--- config.mk ---
export PLATFORM = sky130hd
export DESIGN_NAME = speed_status_torque_source
export DESIGN_NICKNAME = d
export VERILOG_FILES = /design/src/speed_status_pkg.sv /design/src/speed_status_torque_source.sv
export SDC_FILE = /design/constraint.sdc
export NUM_CORES = 1
export LEC_CHECK = 0
export BUFFER_PORTS_ARGS = -buffer_cell sky130_fd_sc_hd__buf_2
export CAP_MARGIN = 0
export CORE_ASPECT_RATIO = 1.2
export CORE_MARGIN = 4
export CORE_UTILIZATION = 35
export CTS_BUF_LIST = sky130_fd_sc_hd__clkbuf_16
export DETAILED_ROUTE_END_ITERATION = 8
export PLACE_DENSITY = 0.51
export SLEW_MARGIN = 20
export SYNTH_ARGS = -nofsm -noshare
export SYNTH_HDL_FRONTEND = slang
export SYNTH_SLANG_ARGS = --single-unit
--- constraint.sdc ---
create_clock -name i_ref_clk -period 6.4 [get_ports i_ref_clk]
set_input_delay 1.28 -clock i_ref_clk [delete_from_list [all_inputs] [get_ports i_ref_clk]]
set_output_delay 1.28 -clock i_ref_clk [all_outputs]
set_load 0.005 [all_outputs]
--- src/speed_status_pkg.sv ---
// constants for the speed status and torque source block
// assumes a 125 MHz control clock and a classic wishbone register bus
//
// How it works
// - zero-speed flag high while absolute speed is below its threshold
// - zero-speed flag reaches an output terminal only when its selector holds code 133
// - zero-speed threshold in rpm, resets to 10, range 0 to 6000
// - speed-match flag high while absolute speed error is within threshold
// - speed-match flag reaches an output terminal only when its selector holds code 136
// - speed-match threshold in rpm, resets to 10, range 0 to 100
// - approach flag high while absolute speed is strictly above threshold
// - approach flag reaches an output terminal only when its selector holds code 137
// - approach threshold in rpm, resets to 100, range 10 to 6000
// - torque source 0 internal, 1 analog one; reset 0; change only when stopped
// - internal torque signed, 0.1 percent steps, -3000 to 3000, resets to 0
// - analog source: channel one gives torque, channel two gives limit
// - reduced variant supports internal source only; value 1 refused
package speed_status_pkg;

  localparam int unsigned DATA_W = 16;
  localparam int unsigned DO_NUM = 4;

  // register word offsets (byte addresses)
  localparam logic [7:0] ADDR_ZERO_THR   = 8'h00;
  localparam logic [7:0] ADDR_MATCH_THR  = 8'h04;
  localparam logic [7:0] ADDR_APPR_THR   = 8'h08;
  localparam logic [7:0] ADDR_TRQ_SRC    = 8'h0c;
  localparam logic [7:0] ADDR_TRQ_INT    = 8'h10;
  localparam logic [7:0] ADDR_DO_SEL     = 8'h14;
  localparam logic [7:0] ADDR_STATUS     = 8'h18;
  localparam logic [7:0] ADDR_IRQ_STATUS = 8'h1c;
  localparam logic [7:0] ADDR_IRQ_MASK   = 8'h20;

  // reset values
  localparam logic [15:0] RST_ZERO_THR  = 16'h000a;
  localparam logic [15:0] RST_MATCH_THR = 16'h000a;
  localparam logic [15:0] RST_APPR_THR  = 16'h0064;
  localparam logic [15:0] RST_TRQ_SRC   = 16'h0000;
  localparam logic [15:0] RST_TRQ_INT   = 16'h0000;

  // legal ranges
  localparam logic [15:0] MAX_ZERO_THR  = 16'h1770;
  localparam logic [15:0] MAX_MATCH_THR = 16'h0064;
  localparam logic [15:0] MIN_APPR_THR  = 16'h000a;
  localparam logic [15:0] MAX_APPR_THR  = 16'h1770;
  localparam logic signed [15:0] MAX_TRQ = 16'sh0bb8;
  localparam logic signed [15:0] MIN_TRQ = -16'sh0bb8;

  // output terminal function codes
  localparam logic [7:0] FUNC_ZERO  = 8'h85;
  localparam logic [7:0] FUNC_MATCH = 8'h88;
  localparam logic [7:0] FUNC_APPR  = 8'h89;

  // status / interrupt bit positions
  localparam int unsigned BIT_ZERO    = 0;
  localparam int unsigned BIT_MATCH   = 1;
  localparam int unsigned BIT_APPR    = 2;
  localparam int unsigned BIT_SRC     = 3;
  localparam int unsigned BIT_REFUSED = 4;
  localparam int unsigned IRQ_W       = 5;

  typedef enum logic { SRC_INTERNAL, SRC_ANALOG } trq_src_t;

endpackage : speed_status_pkg

--- src/speed_status_torque_source.sv ---
// speed comparison flags, output terminal routing and torque source selection
// assumes speed and instruction samples arrive from logic on the same clock,
// each qualified by a one-cycle sample strobe
//
// Register access over Wishbone and the address map were chosen for this implementation.
`timescale 1ns/1ps
module speed_status_torque_source #(
  parameter bit ANALOG_SUPPORTED = 1'b1
) (
  input  wire logic        i_ref_clk,
  input  wire logic        i_sys_rst,
  input  wire logic        i_wb_cyc,
  input  wire logic        i_wb_stb,
  input  wire logic        i_wb_we,
  input  wire logic [7:0]  i_wb_adr,
  input  wire logic [31:0] i_wb_dat,
  input  wire logic [3:0]  i_wb_sel,
  output logic      [31:0] o_wb_dat,
  output logic             o_wb_ack,
  input  wire logic        i_sample_valid,
  input  wire logic [15:0] i_speed_raw,
  input  wire logic [15:0] i_speed_filt,
  input  wire logic [15:0] i_speed_instr,
  input  wire logic [15:0] i_analog_channel_one,
  input  wire logic [15:0] i_analog_channel_two,
  output logic      [15:0] o_torque_instr,
  output logic      [15:0] o_torque_limit,
  output logic             o_torque_limit_ext,
  output logic             o_zero_speed_flag,
  output logic             o_speed_match_flag,
  output logic             o_speed_approach_flag,
  output logic [3:0]       o_do,
  output logic             o_irq
);

  ////////////////////////////////////////////////////////////////////////////
  // helpers

  function automatic logic [15:0] abs16(input logic [15:0] v);
    abs16 = v[15] ? 16'(-v) : v;
  endfunction : abs16

  function automatic logic [15:0] clamp_u(input logic [15:0] v, input logic [15:0] lo,
                                          input logic [15:0] hi);
    clamp_u = (v < lo) ? lo : ((v > hi) ? hi : v);
  endfunction : clamp_u

  function automatic logic [15:0] merge(input logic [15:0] old, input logic [31:0] d,
                                        input logic [3:0] sel);
    merge = {sel[1] ? d[15:8] : old[15:8], sel[0] ? d[7:0] : old[7:0]};
  endfunction : merge

  ////////////////////////////////////////////////////////////////////////////
  // registers

  localparam int unsigned IRQ_W_C = speed_status_pkg::IRQ_W;

  logic [15:0] zero_speed_threshold;
  logic [15:0] speed_match_threshold;
  logic [15:0] speed_approach_threshold;
  logic        torque_source_select;
  logic [15:0] internal_torque_value;
  logic [31:0] do_select;
  logic [IRQ_W_C-1:0] irq_status;
  logic [IRQ_W_C-1:0] irq_mask;
  logic        zero_speed_flag;
  logic        speed_match_flag;
  logic        speed_approach_flag;
  logic        src_refused;

  ////////////////////////////////////////////////////////////////////////////
  // bus decode

  wire         bus_req   = i_wb_cyc & i_wb_stb & ~o_wb_ack;
  wire         bus_wr    = bus_req & i_wb_we;
  wire         bus_rd    = bus_req & ~i_wb_we;
  wire         wr_zero   = bus_wr & (i_wb_adr == speed_status_pkg::ADDR_ZERO_THR);
  wire         wr_match  = bus_wr & (i_wb_adr == speed_status_pkg::ADDR_MATCH_THR);
  wire         wr_appr   = bus_wr & (i_wb_adr == speed_status_pkg::ADDR_APPR_THR);
  wire         wr_src    = bus_wr & (i_wb_adr == speed_status_pkg::ADDR_TRQ_SRC);
  wire         wr_trq    = bus_wr & (i_wb_adr == speed_status_pkg::ADDR_TRQ_INT);
  wire         wr_dosel  = bus_wr & (i_wb_adr == speed_status_pkg::ADDR_DO_SEL);
  wire         wr_mask   = bus_wr & (i_wb_adr == speed_status_pkg::ADDR_IRQ_MASK);
  wire         rd_irq    = bus_rd & (i_wb_adr == speed_status_pkg::ADDR_IRQ_STATUS);

  wire  [15:0] src_word  = merge({15'h0000, torque_source_select}, i_wb_dat, i_wb_sel);
  // changing the source is only legal at standstill, and only with analog hardware
  wire         src_ok    = zero_speed_flag & (~src_word[0] | ANALOG_SUPPORTED);
  wire  [15:0] trq_word  = merge(internal_torque_value, i_wb_dat, i_wb_sel);
  wire  [15:0] trq_sat   = ($signed(trq_word) > speed_status_pkg::MAX_TRQ) ?
                           speed_status_pkg::MAX_TRQ :
                           (($signed(trq_word) < speed_status_pkg::MIN_TRQ) ?
                           speed_status_pkg::MIN_TRQ : trq_word);

  logic [31:0] next_rd_data;
  always_comb begin
    case (i_wb_adr)
      speed_status_pkg::ADDR_ZERO_THR:   next_rd_data = {16'h0000, zero_speed_threshold};
      speed_status_pkg::ADDR_MATCH_THR:  next_rd_data = {16'h0000, speed_match_threshold};
      speed_status_pkg::ADDR_APPR_THR:   next_rd_data = {16'h0000, speed_approach_threshold};
      speed_status_pkg::ADDR_TRQ_SRC:    next_rd_data = {31'h00000000, torque_source_select};
      speed_status_pkg::ADDR_TRQ_INT:    next_rd_data = {16'h0000, internal_torque_value};
      speed_status_pkg::ADDR_DO_SEL:     next_rd_data = do_select;
      speed_status_pkg::ADDR_STATUS:     next_rd_data = {27'h0000000, src_refused,
                                                         torque_source_select,
                                                         speed_approach_flag,
                                                         speed_match_flag, zero_speed_flag};
      speed_status_pkg::ADDR_IRQ_STATUS: next_rd_data = {27'h0000000, irq_status};
      speed_status_pkg::ADDR_IRQ_MASK:   next_rd_data = {27'h0000000, irq_mask};
      default:                           next_rd_data = 32'h00000000;
    endcase
  end

  always_ff @(posedge i_ref_clk) begin
    if (i_sys_rst) begin
      o_wb_ack <= 1'b0;
      o_wb_dat <= 32'h00000000;
    end else begin
      o_wb_ack <= bus_req;
      o_wb_dat <= bus_rd ? next_rd_data : 32'h00000000;
    end
  end

  ////////////////////////////////////////////////////////////////////////////
  // parameter registers, threshold and torque writes clamped into legal range, bad source writes refused

  always_ff @(posedge i_ref_clk) begin
    if (i_sys_rst) begin
      zero_speed_threshold     <= speed_status_pkg::RST_ZERO_THR;
      speed_match_threshold    <= speed_status_pkg::RST_MATCH_THR;
      speed_approach_threshold <= speed_status_pkg::RST_APPR_THR;
      torque_source_select     <= 1'b0;
      internal_torque_value    <= speed_status_pkg::RST_TRQ_INT;
      do_select                <= 32'h00000000;
      irq_mask                 <= '0;
      src_refused              <= 1'b0;
    end else begin
      if (wr_zero)
        zero_speed_threshold <= clamp_u(merge(zero_speed_threshold, i_wb_dat, i_wb_sel),
                                        16'h0000, speed_status_pkg::MAX_ZERO_THR);
      if (wr_match)
        speed_match_threshold <= clamp_u(merge(speed_match_threshold, i_wb_dat, i_wb_sel),
                                         16'h0000, speed_status_pkg::MAX_MATCH_THR);
      if (wr_appr)
        speed_approach_threshold <= clamp_u(merge(speed_approach_threshold, i_wb_dat,
                                              i_wb_sel), speed_status_pkg::MIN_APPR_THR,
                                            speed_status_pkg::MAX_APPR_THR);
      if (wr_src && src_ok && src_word[15:1] == 15'h0000)
        torque_source_select <= src_word[0];
      if (wr_src)
        src_refused <= ~(src_ok && src_word[15:1] == 15'h0000);
      if (wr_trq)
        internal_torque_value <= trq_sat;
      if (wr_dosel)
        do_select <= {i_wb_sel[3] ? i_wb_dat[31:24] : do_select[31:24],
                      i_wb_sel[2] ? i_wb_dat[23:16] : do_select[23:16],
                      i_wb_sel[1] ? i_wb_dat[15:8]  : do_select[15:8],
                      i_wb_sel[0] ? i_wb_dat[7:0]   : do_select[7:0]};
      if (wr_mask && i_wb_sel[0])
        irq_mask <= i_wb_dat[IRQ_W_C-1:0];
    end
  end

  ////////////////////////////////////////////////////////////////////////////
  // comparisons, evaluated only on a sample strobe

  wire  [15:0] abs_raw   = abs16(i_speed_raw);
  wire  [15:0] abs_filt  = abs16(i_speed_filt);
  wire  [16:0] diff      = {i_speed_filt[15], i_speed_filt} - {i_speed_instr[15], i_speed_instr};
  wire  [16:0] abs_diff  = diff[16] ? 17'(-diff) : diff;
  wire         next_zero  = abs_raw < zero_speed_threshold;
  wire         next_match = abs_diff <= {1'b0, speed_match_threshold};
  wire         next_appr  = abs_filt > speed_approach_threshold;

  always_ff @(posedge i_ref_clk) begin
    if (i_sys_rst) begin
      zero_speed_flag     <= 1'b0;
      speed_match_flag    <= 1'b0;
      speed_approach_flag <= 1'b0;
    end else if (i_sample_valid) begin
      zero_speed_flag     <= next_zero;
      speed_match_flag    <= next_match;
      speed_approach_flag <= next_appr;
    end
  end

  assign o_zero_speed_flag     = zero_speed_flag;
  assign o_speed_match_flag    = speed_match_flag;
  assign o_speed_approach_flag = speed_approach_flag;

  ////////////////////////////////////////////////////////////////////////////
  // output terminal routing, one selector byte per terminal

  logic [3:0] next_do;
  always_comb begin
    for (int k = 0; k < 4; k++) begin
      case (do_select[8*k +: 8])
        speed_status_pkg::FUNC_ZERO:  next_do[k] = zero_speed_flag;
        speed_status_pkg::FUNC_MATCH: next_do[k] = speed_match_flag;
        speed_status_pkg::FUNC_APPR:  next_do[k] = speed_approach_flag;
        default:                      next_do[k] = 1'b0;
      endcase
    end
  end

  always_ff @(posedge i_ref_clk) begin
    if (i_sys_rst)
      o_do <= 4'h0;
    else
      o_do <= next_do;
  end

  ////////////////////////////////////////////////////////////////////////////
  // torque instruction source

  always_ff @(posedge i_ref_clk) begin
    if (i_sys_rst) begin
      o_torque_instr     <= 16'h0000;
      o_torque_limit     <= 16'h0000;
      o_torque_limit_ext <= 1'b0;
    end else if (torque_source_select) begin
      o_torque_instr     <= i_analog_channel_one;
      o_torque_limit     <= i_analog_channel_two;
      o_torque_limit_ext <= 1'b1;
    end else begin
      o_torque_instr     <= internal_torque_value;
      o_torque_limit     <= 16'h0000;
      o_torque_limit_ext <= 1'b0;
    end
  end

  ////////////////////////////////////////////////////////////////////////////
  // interrupts: edges of the flags, source select and refused status; read clears, set wins

  logic [IRQ_W_C-1:0] prev_flags;
  wire  [IRQ_W_C-1:0] cur_flags = {src_refused, torque_source_select, speed_approach_flag,
                                   speed_match_flag, zero_speed_flag};
  wire  [IRQ_W_C-1:0] irq_event = cur_flags ^ prev_flags;

  always_ff @(posedge i_ref_clk) begin
    if (i_sys_rst) begin
      prev_flags <= '0;
      irq_status <= '0;
    end else begin
      prev_flags <= cur_flags;
      irq_status <= (rd_irq ? '0 : irq_status) | irq_event;
    end
  end

  assign o_irq = |(irq_status & irq_mask);

endmodule : speed_status_torque_source

# After elaboration in Yosys (flattened, before gate mapping)

Index checks and enable logic that the tools add are counted.

Bits in registers: 186
Bits of input ports: 130
Output and inout bits: 74
Word-level logic and storage cells: 120

Add/sub/neg operators: 4
Order comparisons: 11
Equality and inequality tests: 20
Multiplexer cells: 29
Bitwise gates (word level): 20
Reductions and logical operators: 14

Operators by type and width:

| kind                                                                               | number |
|---|---|
| 32-bit case mux with 9 select lines                                                | 1 |
| 16-bit two-way mux                                                                 | 11 |
| 8-bit == test (second input constant)                                              | 12 |
| 8-bit two-way mux                                                                  | 10 |
| 16-bit by 13-bit greater-than comparator with 1-bit output (second input constant) | 3 |
| 8-bit by 5-bit == test with 1-bit output (second input constant)                   | 4 |
| 16-bit by 1-bit < comparator with 1-bit output (second input constant)             | 2 |
| 16-bit negation                                                                    | 2 |
| 17-bit by 16-bit <= comparator with 1-bit output                                   | 1 |
| 17-bit two-way mux                                                                 | 1 |
| 17-bit negation                                                                    | 1 |
| 16-bit by 16-bit subtractor with 17-bit output                                     | 1 |
| 8-bit by 4-bit == test with 1-bit output (second input constant)                   | 2 |
| 16-bit greater-than comparator                                                     | 1 |
| 16-bit by 7-bit greater-than comparator with 1-bit output (second input constant)  | 1 |
| 16-bit by 13-bit < comparator with 1-bit output (second input constant)            | 1 |
| 16-bit < comparator                                                                | 1 |
| 16-bit by 4-bit < comparator with 1-bit output (second input constant)             | 1 |
| 15-bit logical NOT                                                                 | 1 |
| 1-bit AND                                                                          | 12 |
| 1-bit case mux with 3 select lines                                                 | 4 |
| 2-bit AND reduction                                                                | 5 |
| 8-bit by 3-bit == test with 1-bit output (second input constant)                   | 1 |
| 8-bit by 6-bit == test with 1-bit output (second input constant)                   | 1 |
| 10 further kinds                                                                   | 18 |

# Logic depth before layout (Yosys ltp)

Gate-level depths: netlist (run 1).

Word-level depth: 7
Depth in mapped cells: 21
Depth with buffers taken out: 20

# Least setup slack after synthesis (run 1)

OpenSTA, ideal clock, no wires.

Path type: in2reg
From: input i_speed_filt[0]
To: register speed_match_flag, in the netlist o_speed_match_flag
Setup time: 0.081 ns
Arrival: 5.002 ns
Required time: 6.319 ns
Setup slack: 1.318 ns
Cell stages on the path: 20
Path buffers: 0
Cells stage by stage: inv_1 > ha_1 > fa_1 > nor2b_1 > o31a_1 > a21oi_1 > or2_2 > nor4_4 > nand2_1 > o31ai_2 > xor2_1 > ha_1 > a21o_1 > a21o_1 > a21o_1 > a21oi_1 > nor2b_1 > a2111oi_0 > o221ai_1 > a41oi_1

Cells in the longest elaborated chain, start to end: 4

RTL lines:

| what                                               | RTL line                          | RTL |
|---|---|---|
| start: declaration                                 | speed_status_torque_source.sv:22  | `input wire logic [15:0] i_speed_filt,` |
| 16-bit by 16-bit subtractor with 17-bit output *   | speed_status_torque_source.sv:169 | `wire [16:0] diff = {i_speed_filt[15], i_speed_filt} - {i_speed_instr[15], i_speed_instr};` |
| 17-bit negation                                    | speed_status_torque_source.sv:170 | `wire [16:0] abs_diff = diff[16] ? 17'(-diff) : diff;` |
| 17-bit two-way mux *                               | speed_status_torque_source.sv:170 |  |
| 17-bit by 16-bit <= comparator with 1-bit output * | speed_status_torque_source.sv:172 | `wire next_match = abs_diff <= {1'b0, speed_match_threshold};` |
| end signal: assignment                             | speed_status_torque_source.sv:182 | `speed_match_flag <= next_match;` |
| end: declaration                                   | speed_status_torque_source.sv:67  | `logic speed_match_flag;` |

Mark *: on every way between the ends. The rest lies on a longest branch, timed or not.
A chain may end at the register's enable or synchronous reset.

# Worst setup path after layout (run 1)

Same ends and word-level chain as after synthesis.

==> metrics.md, run 1 <==
| Metric | Value |
|---|---|
| Peak fanout along the critical path | 13 |
| Final nets | between 1,500 and 2,000 |
| Syn_nets | between 1,000 and 1,500 |
| Sequential share of power | 44.1% |
| Max Slew Vio Count | 0 |
| CP Data Required Time | 6.77 ns |
| Critical path endpoint category | flip-flop |
| Unrepaired setup endpoints after global routing | no |
| Leak | roughly 5 nW |
| Area grow syn2layout | 18.3% |
| CTS tree | built |
| Hpwl dp | between 20 and 30 mm |
| Total of max-cap violations | 0 |
| Clk_lat worst skew | between 0.4 and 0.5 ns |
| Register area share after synthesis | a little over a third |
| Setup_tns | 0 ns |
| Int Pwr | between 1.5 and 2 mW |
| Worst VDD drop | ~0.16 mV |
| Final WL | ~36 mm |
| Clock share of power | about 38% |
| TritonCTS Sinks | 185 |
| Tightest Hold Check Type | flip-flop to flip-flop |
| Fin util | 42.1% |
| Post-synth EDFFs | 0 |
| Io pins | 204 |
| Final number of setup-violating endpoints | 0 |
| Resized Gates After CTS | 0 |
| Combinational Power Share | between 10% and 20% |
| Kind of start point of the critical path | primary input |
| DRC | 0 |
| Clock Root Buffer | clkbuf_16 |
| Post-CTS setup-driven buffer insertion count | 0 |
| Data arrival, critical path | 5.70 ns |
| WHS Path Cells | 2 |
| FFs w/ async S/R, synth | 0% |
| Final ANT Viol Nets | 0 |
| Initial Utilization | between 30% and 40% |
| Worst hold start | do_select[17] |
| Total gr overflow | 0 |
| Hold Fails Final Rpt | 0 |
| Mapped Area | 0.0106 sq mm |
| Hold_ws | ~0.47 ns |
| Psw | just under 0.8 mW |
| Initial antenna violation count | 0 |
| Vias | a little over 10,000 |
| R2R Path Start | o_wb_ack |
| DRT iter0 DRCs | 730 |
| Die Ht | about 200 um |
| Reg2Reg Setup Slack | roughly 3.5 ns |
| Slew margin rel. | 33.0% |
| Setup Skew | roughly 0.0084 ns |
| Gpl congestion | about 0.91 |
| Pin count of the biggest net entering global routing | 69 |
| First-pass detailed-route iteration total | 5 |
| Core Region | about 0.03 sq mm |
| Maximum root-to-sink buffer count | 2 |
| Synth cell types | 92 |
| Total power | 2.66 mW |
| Port Buffers | 203 |
| Total track usage | between 20% and 30% |
| Die Area | between 0.03 and 0.04 sq mm |
| FF+latch count, synth | ~190 |
| PwrDens | ~210 mW/mm^2 |
| CTS Hold Bufs | 0 |
| Global-route wire length before repair | between 50 and 60 mm |
| Status | completed |
| Wire per inst | a little under 20 um |
| Clock slew seen by the registers of the worst setup and hold paths | approximately 0.080 ns |
| Shortest period the worst path allows | 5.33 ns |
| Tcrit/Tclk final | 83.3% |
| Vias in the first global route | roughly 10,000 |
| Ys Warns | 0 |
| Share of layout cells above drive strength 1 | 19.1% |
| Max Freq | 188 MHz |
| FF-to-FF path depth | 7 |
| Total CTS buffers | 17 |
| H-tree depth | 4 |
| Crit Reg-Reg Endpoint | speed_approach_threshold[0] |
| Vias/cell | between 5 and 6 |
| Diode count | 0 |
| Ys flop type | dfxtp_1 |
| Sw Ratio | 29.8% |
| Worst slew pin tran | about 1.0 ns |
| Mean post-synth cell area | between 8 and 9 sq um |
| Hold path endpoint | do_select[17] |
| Die outline width | ~170 um |
| Cells after Synth | 1,277 |
| Standard-cell rows | 69 |
| Setup CP Type | primary input to flip-flop |
critical path: stages:
cell and delay (ns):
buf_2 0.12, inv_1 0.10, ha_1 0.25, fa_1 0.24
nor2b_1 0.07, o31a_1 0.31, o21ai_1 0.26, a21boi_1 0.13
o311a_1 0.35, o31ai_4 0.52, o21ai_0 0.21, xnor2_1 0.17
ha_1 0.30, nand4_1 0.13, nor2_1 0.05, a211oi_1 0.26
o21ai_0 0.16, a2111oi_0 0.41, o221ai_1 0.19, a41oi_1 0.20
cell usage after synthesis, types with 4 or more instances:
| library cell | number | area, sq um |
|---|---|---|
| a211oi_1 | 9 | 67.6 |
| a21boi_0 | 5 | 37.5 |
| a21o_1 | 19 | 143 |
| a21oi_1 | 92 | 460 |
| a221o_1 | 5 | 50.1 |
| a221oi_1 | 5 | 43.8 |
| a222oi_1 | 10 | 100 |
| a22oi_1 | 29 | 218 |
| a31oi_1 | 22 | 138 |
| a32oi_1 | 4 | 35.0 |
| and2_1 | 32 | 200 |
| buf_2 | 6 | 30.0 |
| clkbuf_1 | 47 | 176 |
| dfxtp_1 | 185 | 3700 |
| ha_1 | 67 | 838 |
| inv_1 | 87 | 327 |
| mux2i_1 | 31 | 310 |
| nand2_1 | 116 | 435 |
| nand2b_1 | 12 | 75.1 |
| nand3_1 | 51 | 255 |
| nand3b_1 | 9 | 67.6 |
| nand4_1 | 13 | 81.3 |
| nand4b_1 | 4 | 35.0 |
| nor2_1 | 97 | 364 |
| nor2b_1 | 13 | 81.3 |
| nor3_1 | 45 | 225 |
| nor4_1 | 22 | 138 |
| o211ai_1 | 17 | 128 |
| o21a_1 | 6 | 45.0 |
| o21ai_0 | 44 | 220 |
| o21ai_1 | 6 | 30.0 |
| o22ai_1 | 9 | 56.3 |
| o31ai_1 | 11 | 82.6 |
| o32ai_1 | 4 | 35.0 |
| o41ai_1 | 6 | 52.6 |
| xnor2_1 | 41 | 359 |
| xor2_1 | 11 | 96.3 |
area by class of cell:
cell class	count	area, sq um
clock inverters	15	123
multi-input cells	944	6300
well taps	390	488
repair buffers	217	1120
clock buffers	17	425
fillers	3186	17200
flip-flops and latches	185	3700
inverters	89	334
per-layer routing:
layer  track usage [%]  wire, um  vias up
li1                  -         -     5005
met1              25.6     15200     4824
met2              39.0     18200      350
met3              3.42      1880       71
met4              8.58      1190        0
met5                 0         0        -
power by group through the flow:
stage	Combinational, mW	Clock (mW)	Sequential (mW)
6_report	0.485	1.00	1.17
3_3_place_gp	0.479	0	1.20
2_1_floorplan	0.341	0	1.19
5_1_grt	0.545	1.07	1.17
4_1_cts	0.486	1.03	1.17
3_5_place_dp	0.484	0	1.20
sequential cells by signal, indices dropped and copies added (netlist names):
name / flops
src_refused: 1
o_zero_speed_flag: 1
o_speed_match_flag: 1
o_speed_approach_flag: 1
speed_match_threshold: 16
o_do: 4
o_torque_instr: 16
prev_flags: 5
irq_status: 5
zero_speed_threshold: 16
torque_source_select: 1
speed_approach_threshold: 16
o_torque_limit: 16
internal_torque_value: 16
irq_mask: 5
o_wb_dat: 32
o_wb_ack: 1
do_select: 32
cells by family after synthesis:
logic type               share of synthesized area, %
multiplexers                                     3.15
AND/OR/NAND/NOR                                  20.9
XOR/XNOR                                         4.46
AO/OA/AOI/OAI                                    22.8
buffers and inverters                            5.50
flip-flops                                       35.0
adder cells (fa/ha/maj)                          8.12
worst max-delay path by stage:
stage,from,slack [ns],end
global route,i_speed_filt[0],0.62,o_speed_match_flag
detailed placement,i_speed_filt[0],0.58,o_speed_match_flag
floorplan,i_speed_filt[0],1.32,o_speed_match_flag
global placement,i_speed_filt[0],0.68,o_speed_match_flag
finish,i_speed_filt[0],1.07,o_speed_match_flag
CTS,i_speed_filt[0],1.04,o_speed_match_flag
metrics by stage:
stage / instances / setup slack [ns] / area (sq um)
finish: 1857 / 1.07 / 12500
global route: 1857 / 0.620 / 12500
CTS: 1857 / 1.04 / 12500
detailed placement: 1825 / 0.579 / 12000
global placement: 1825 / 0.679 / 11900
floorplan: 1277 / 1.32 / 10600
cell usage in the layout, fill, tap and decap left out, drive strengths merged, types with 4 or more instances in the layout:
cell	instances
buf	217
o21ai	50
a221oi	5
nor2b	14
dfxtp	185
nand2b	12
a222oi	10
xnor2	41
a21boi	6
o31a	4
o31ai	14
clkinv	9
nor3	46
o21a	7
o22ai	9
o41ai	8
ha	67
a221o	5
xor2	12
nand4	14
a21oi	93
inv	93
a32oi	4
a21o	19
a22oi	29
o32ai	4
a2111oi	4
and2	34
nand4b	4
nor4	25
nand2	116
nor3b	4
a31oi	22
nor2	97
clkbuf	17
o211ai	17
mux2i	31
nand3b	9
nand3	51
a211oi	9
Power figures use the tool's default switching activity.
==> run 2: changes to the inputs <==
clock period = 5.4 ns   (was 6.4 ns; I/O delays follow)
==> metrics.md, run 2 (synthesis gave the netlist of run 1 again) <==
| Metric | Value |
|---|---|
| Tightest Hold Check Type | flip-flop to flip-flop |
| H-tree depth | 4 |
| Core Region | between 0.02 and 0.03 sq mm |
| Top Registers | do_select (32), o_wb_dat (32) |
| Gpl congestion | between 0.9 and 1 |
| CTS Hold Bufs | 0 |
| Hold path endpoint | do_select[17] |
| Final WL | about 37 mm |
| Total CTS buffers | 17 |
| Hpwl dp | 28.9 mm |
| Final ANT Viol Nets | 0 |
| Hold Fails Final Rpt | 0 |
| Max Slew Vio Count | 0 |
| PwrDens | around 260 mW/mm^2 |
| Max Freq | approximately 200 MHz |
| Leak | around 5 nW |
| Setup CP Type | primary input to flip-flop |
| Clock slew seen by the registers of the worst setup and hold paths | roughly 0.07 ns |
| Worst slew pin tran | 0.853 ns |
| Kind of start point of the critical path | primary input |
| R2R Path Start | internal_torque_value[13] |
| Worst VDD drop | approximately 0.18 mV |
| Crit Reg-Reg Endpoint | internal_torque_value[1] |
| Initial Utilization | 35.6% |
| Clock Root Buffer | clkbuf_16 |
| Vias/cell | roughly 5.5 |
| WHS Path Cells | 2 |
| Reg2Reg Setup Slack | between 2 and 3 ns |
| CTS tree | built |
| Die Ht | 198 um |
| Clk_lat worst skew | between 0.4 and 0.5 ns |
| Resized Gates After CTS | 0 |
| Data arrival, critical path | around 5.3 ns |
| Wire per inst | between 15 and 20 um |
| Share of layout cells above drive strength 1 | 19.5% |
| DRC | 0 |
| Diode count | 0 |
| TritonCTS Sinks | ~190 |
| Area grow syn2layout | 19.1% |
| Critical path endpoint category | flip-flop |
| Tcrit/Tclk final | approximately nine tenths |
| Worst hold start | do_select[17] |
| Io pins | approximately 200 |
| Die Area | 0.0331 sq mm |
| Slew margin rel. | around 43% |
| Vias | 10,222 |
| Port Buffers | 203 |
| Global-route wire length before repair | 56.0 mm |
| Final nets | between 1,500 and 2,000 |
| CP peak stage delay | 0.46 ns |
| Final number of setup-violating endpoints | 0 |
| Total gr overflow | 0 |
| Worst path slowest cell | o31ai_4 |
| DRT iter0 DRCs | slightly below 700 |
| Die outline width | ~170 um |
| Standard-cell rows | just under 70 |
| Most frequent cells in the layout | buf_2, dfxtp_1, nand2_1 |
| Most common cell after layout, fill and taps aside | buf_2 |
| Critical path's top delay family | compound AO/OA/AOI/OAI gates |
| Hold_ws | between 0.4 and 0.5 ns |
| First-pass detailed-route iteration total | 5 |
| Buf/Inv on CP | 2 |
| Setup Skew | 0.00812 ns |
| Maximum root-to-sink buffer count | 2 |
| Status | completed |
| Vias in the first global route | between 10,000 and 15,000 |
| Total track usage | a little over a fifth |
| Shortest period the worst path allows | between 4 and 5 ns |
| Initial antenna violation count | 1 |
| CP Data Required Time | between 5 and 6 ns |
| Fin util | approximately 42% |
| Unrepaired setup endpoints after global routing | no |
| FF-to-FF path depth | 9 |
| Pin count of the biggest net entering global routing | between 70 and 80 |
| Filler cell count | approximately 3,100 |
| Crit path cell chain | buf_2, inv_1, ha_1, fa_1, nor2b_1, o31a_1, o21ai_1, a21boi_1, o311a_1, o31ai_4, o31ai_1, xnor2_1, ha_1, a21o_1, a21o_1, a21oi_1, o21ai_0, a2111oi_0, o221ai_1, a41oi_1 |
| Total of max-cap violations | 0 |
| Post-CTS setup-driven buffer insertion count | 0 |
| Peak fanout along the critical path | 11 |
| Setup_tns | 0 ns |
## run 2: cell count changes in the layout (fill, tap and decap cells not counted), sizes merged
cell | before | now
buf | 217 | 225
bufinv | 0 | 2
clkinv | 9 | 6
clkinvlp | 2 | 3
## run 2: worst max-delay path by stage
stage	startpoint	to	slack, ns	cells after the start
detailed placement	i_speed_filt[0]	o_speed_match_flag	0.007	20
global route	i_speed_filt[0]	o_speed_match_flag	0.14	20
CTS	i_speed_filt[0]	o_speed_match_flag	0.46	20
global placement	i_speed_filt[0]	o_speed_match_flag	0.09	20
finish	i_speed_filt[0]	o_speed_match_flag	0.44	20
floorplan	i_speed_filt[0]	o_speed_match_flag	0.52	20
## run 2: final cells by class
| cell class | count | area, sq um | share of cell area [%] |
|---|---|---|---|
| Multi-Input combinational cell | 944 | 6300 | 50.1 |
| Timing Repair Buffer | 225 | 1180 | 9.40 |
| Inverter | 89 | 334 | 2.65 |
| Tap cell | 390 | 488 | 3.88 |
| Clock inverter | 15 | 149 | 1.18 |
| Sequential cell | 185 | 3700 | 29.4 |
| Clock buffer | 17 | 425 | 3.38 |
## run 2: worst register-to-register path, delay by kind of cell, from the launching register on
kind	cells	cell delay [ns]
AOI/OAI and AO/OA	3	0.89
adders and majority gates	1	0.63
and+or+nand+nor	4	0.52
buffers and inverters	1	0.09
DFF	1	0.46
## run 2: metal layers
layer | vias to the layer above | global-route usage, % | wire length, um
li1 | 5023 | - | -
met1 | 4800 | 25.7 | 15100
met2 | 326 | 37.7 | 18100
met3 | 71 | 3.78 | 2070
met4 | 2 | 9.37 | 1380
met5 | - | 0 | 7
## run 2: power breakdown
group          switching (mW)  internal [mW]  total [mW]
clock                   0.565          0.682        1.25
combinational           0.336          0.247       0.583
sequential             0.0186           1.37        1.39
## run 2: stage by stage
stage | std cells | worst slack [ns] | power (mW) | cell area (sq um)
after detailed placement | 1833 | 0.00682 | 2.00 | 12000
after CTS | 1865 | 0.464 | 3.25 | 12600
after global placement | 1833 | 0.0919 | 1.99 | 12000
after global routing | 1865 | 0.145 | 3.37 | 12600
final | 1865 | 0.443 | 3.22 | 12600
after floorplan | 1277 | 0.518 | 1.81 | 10600
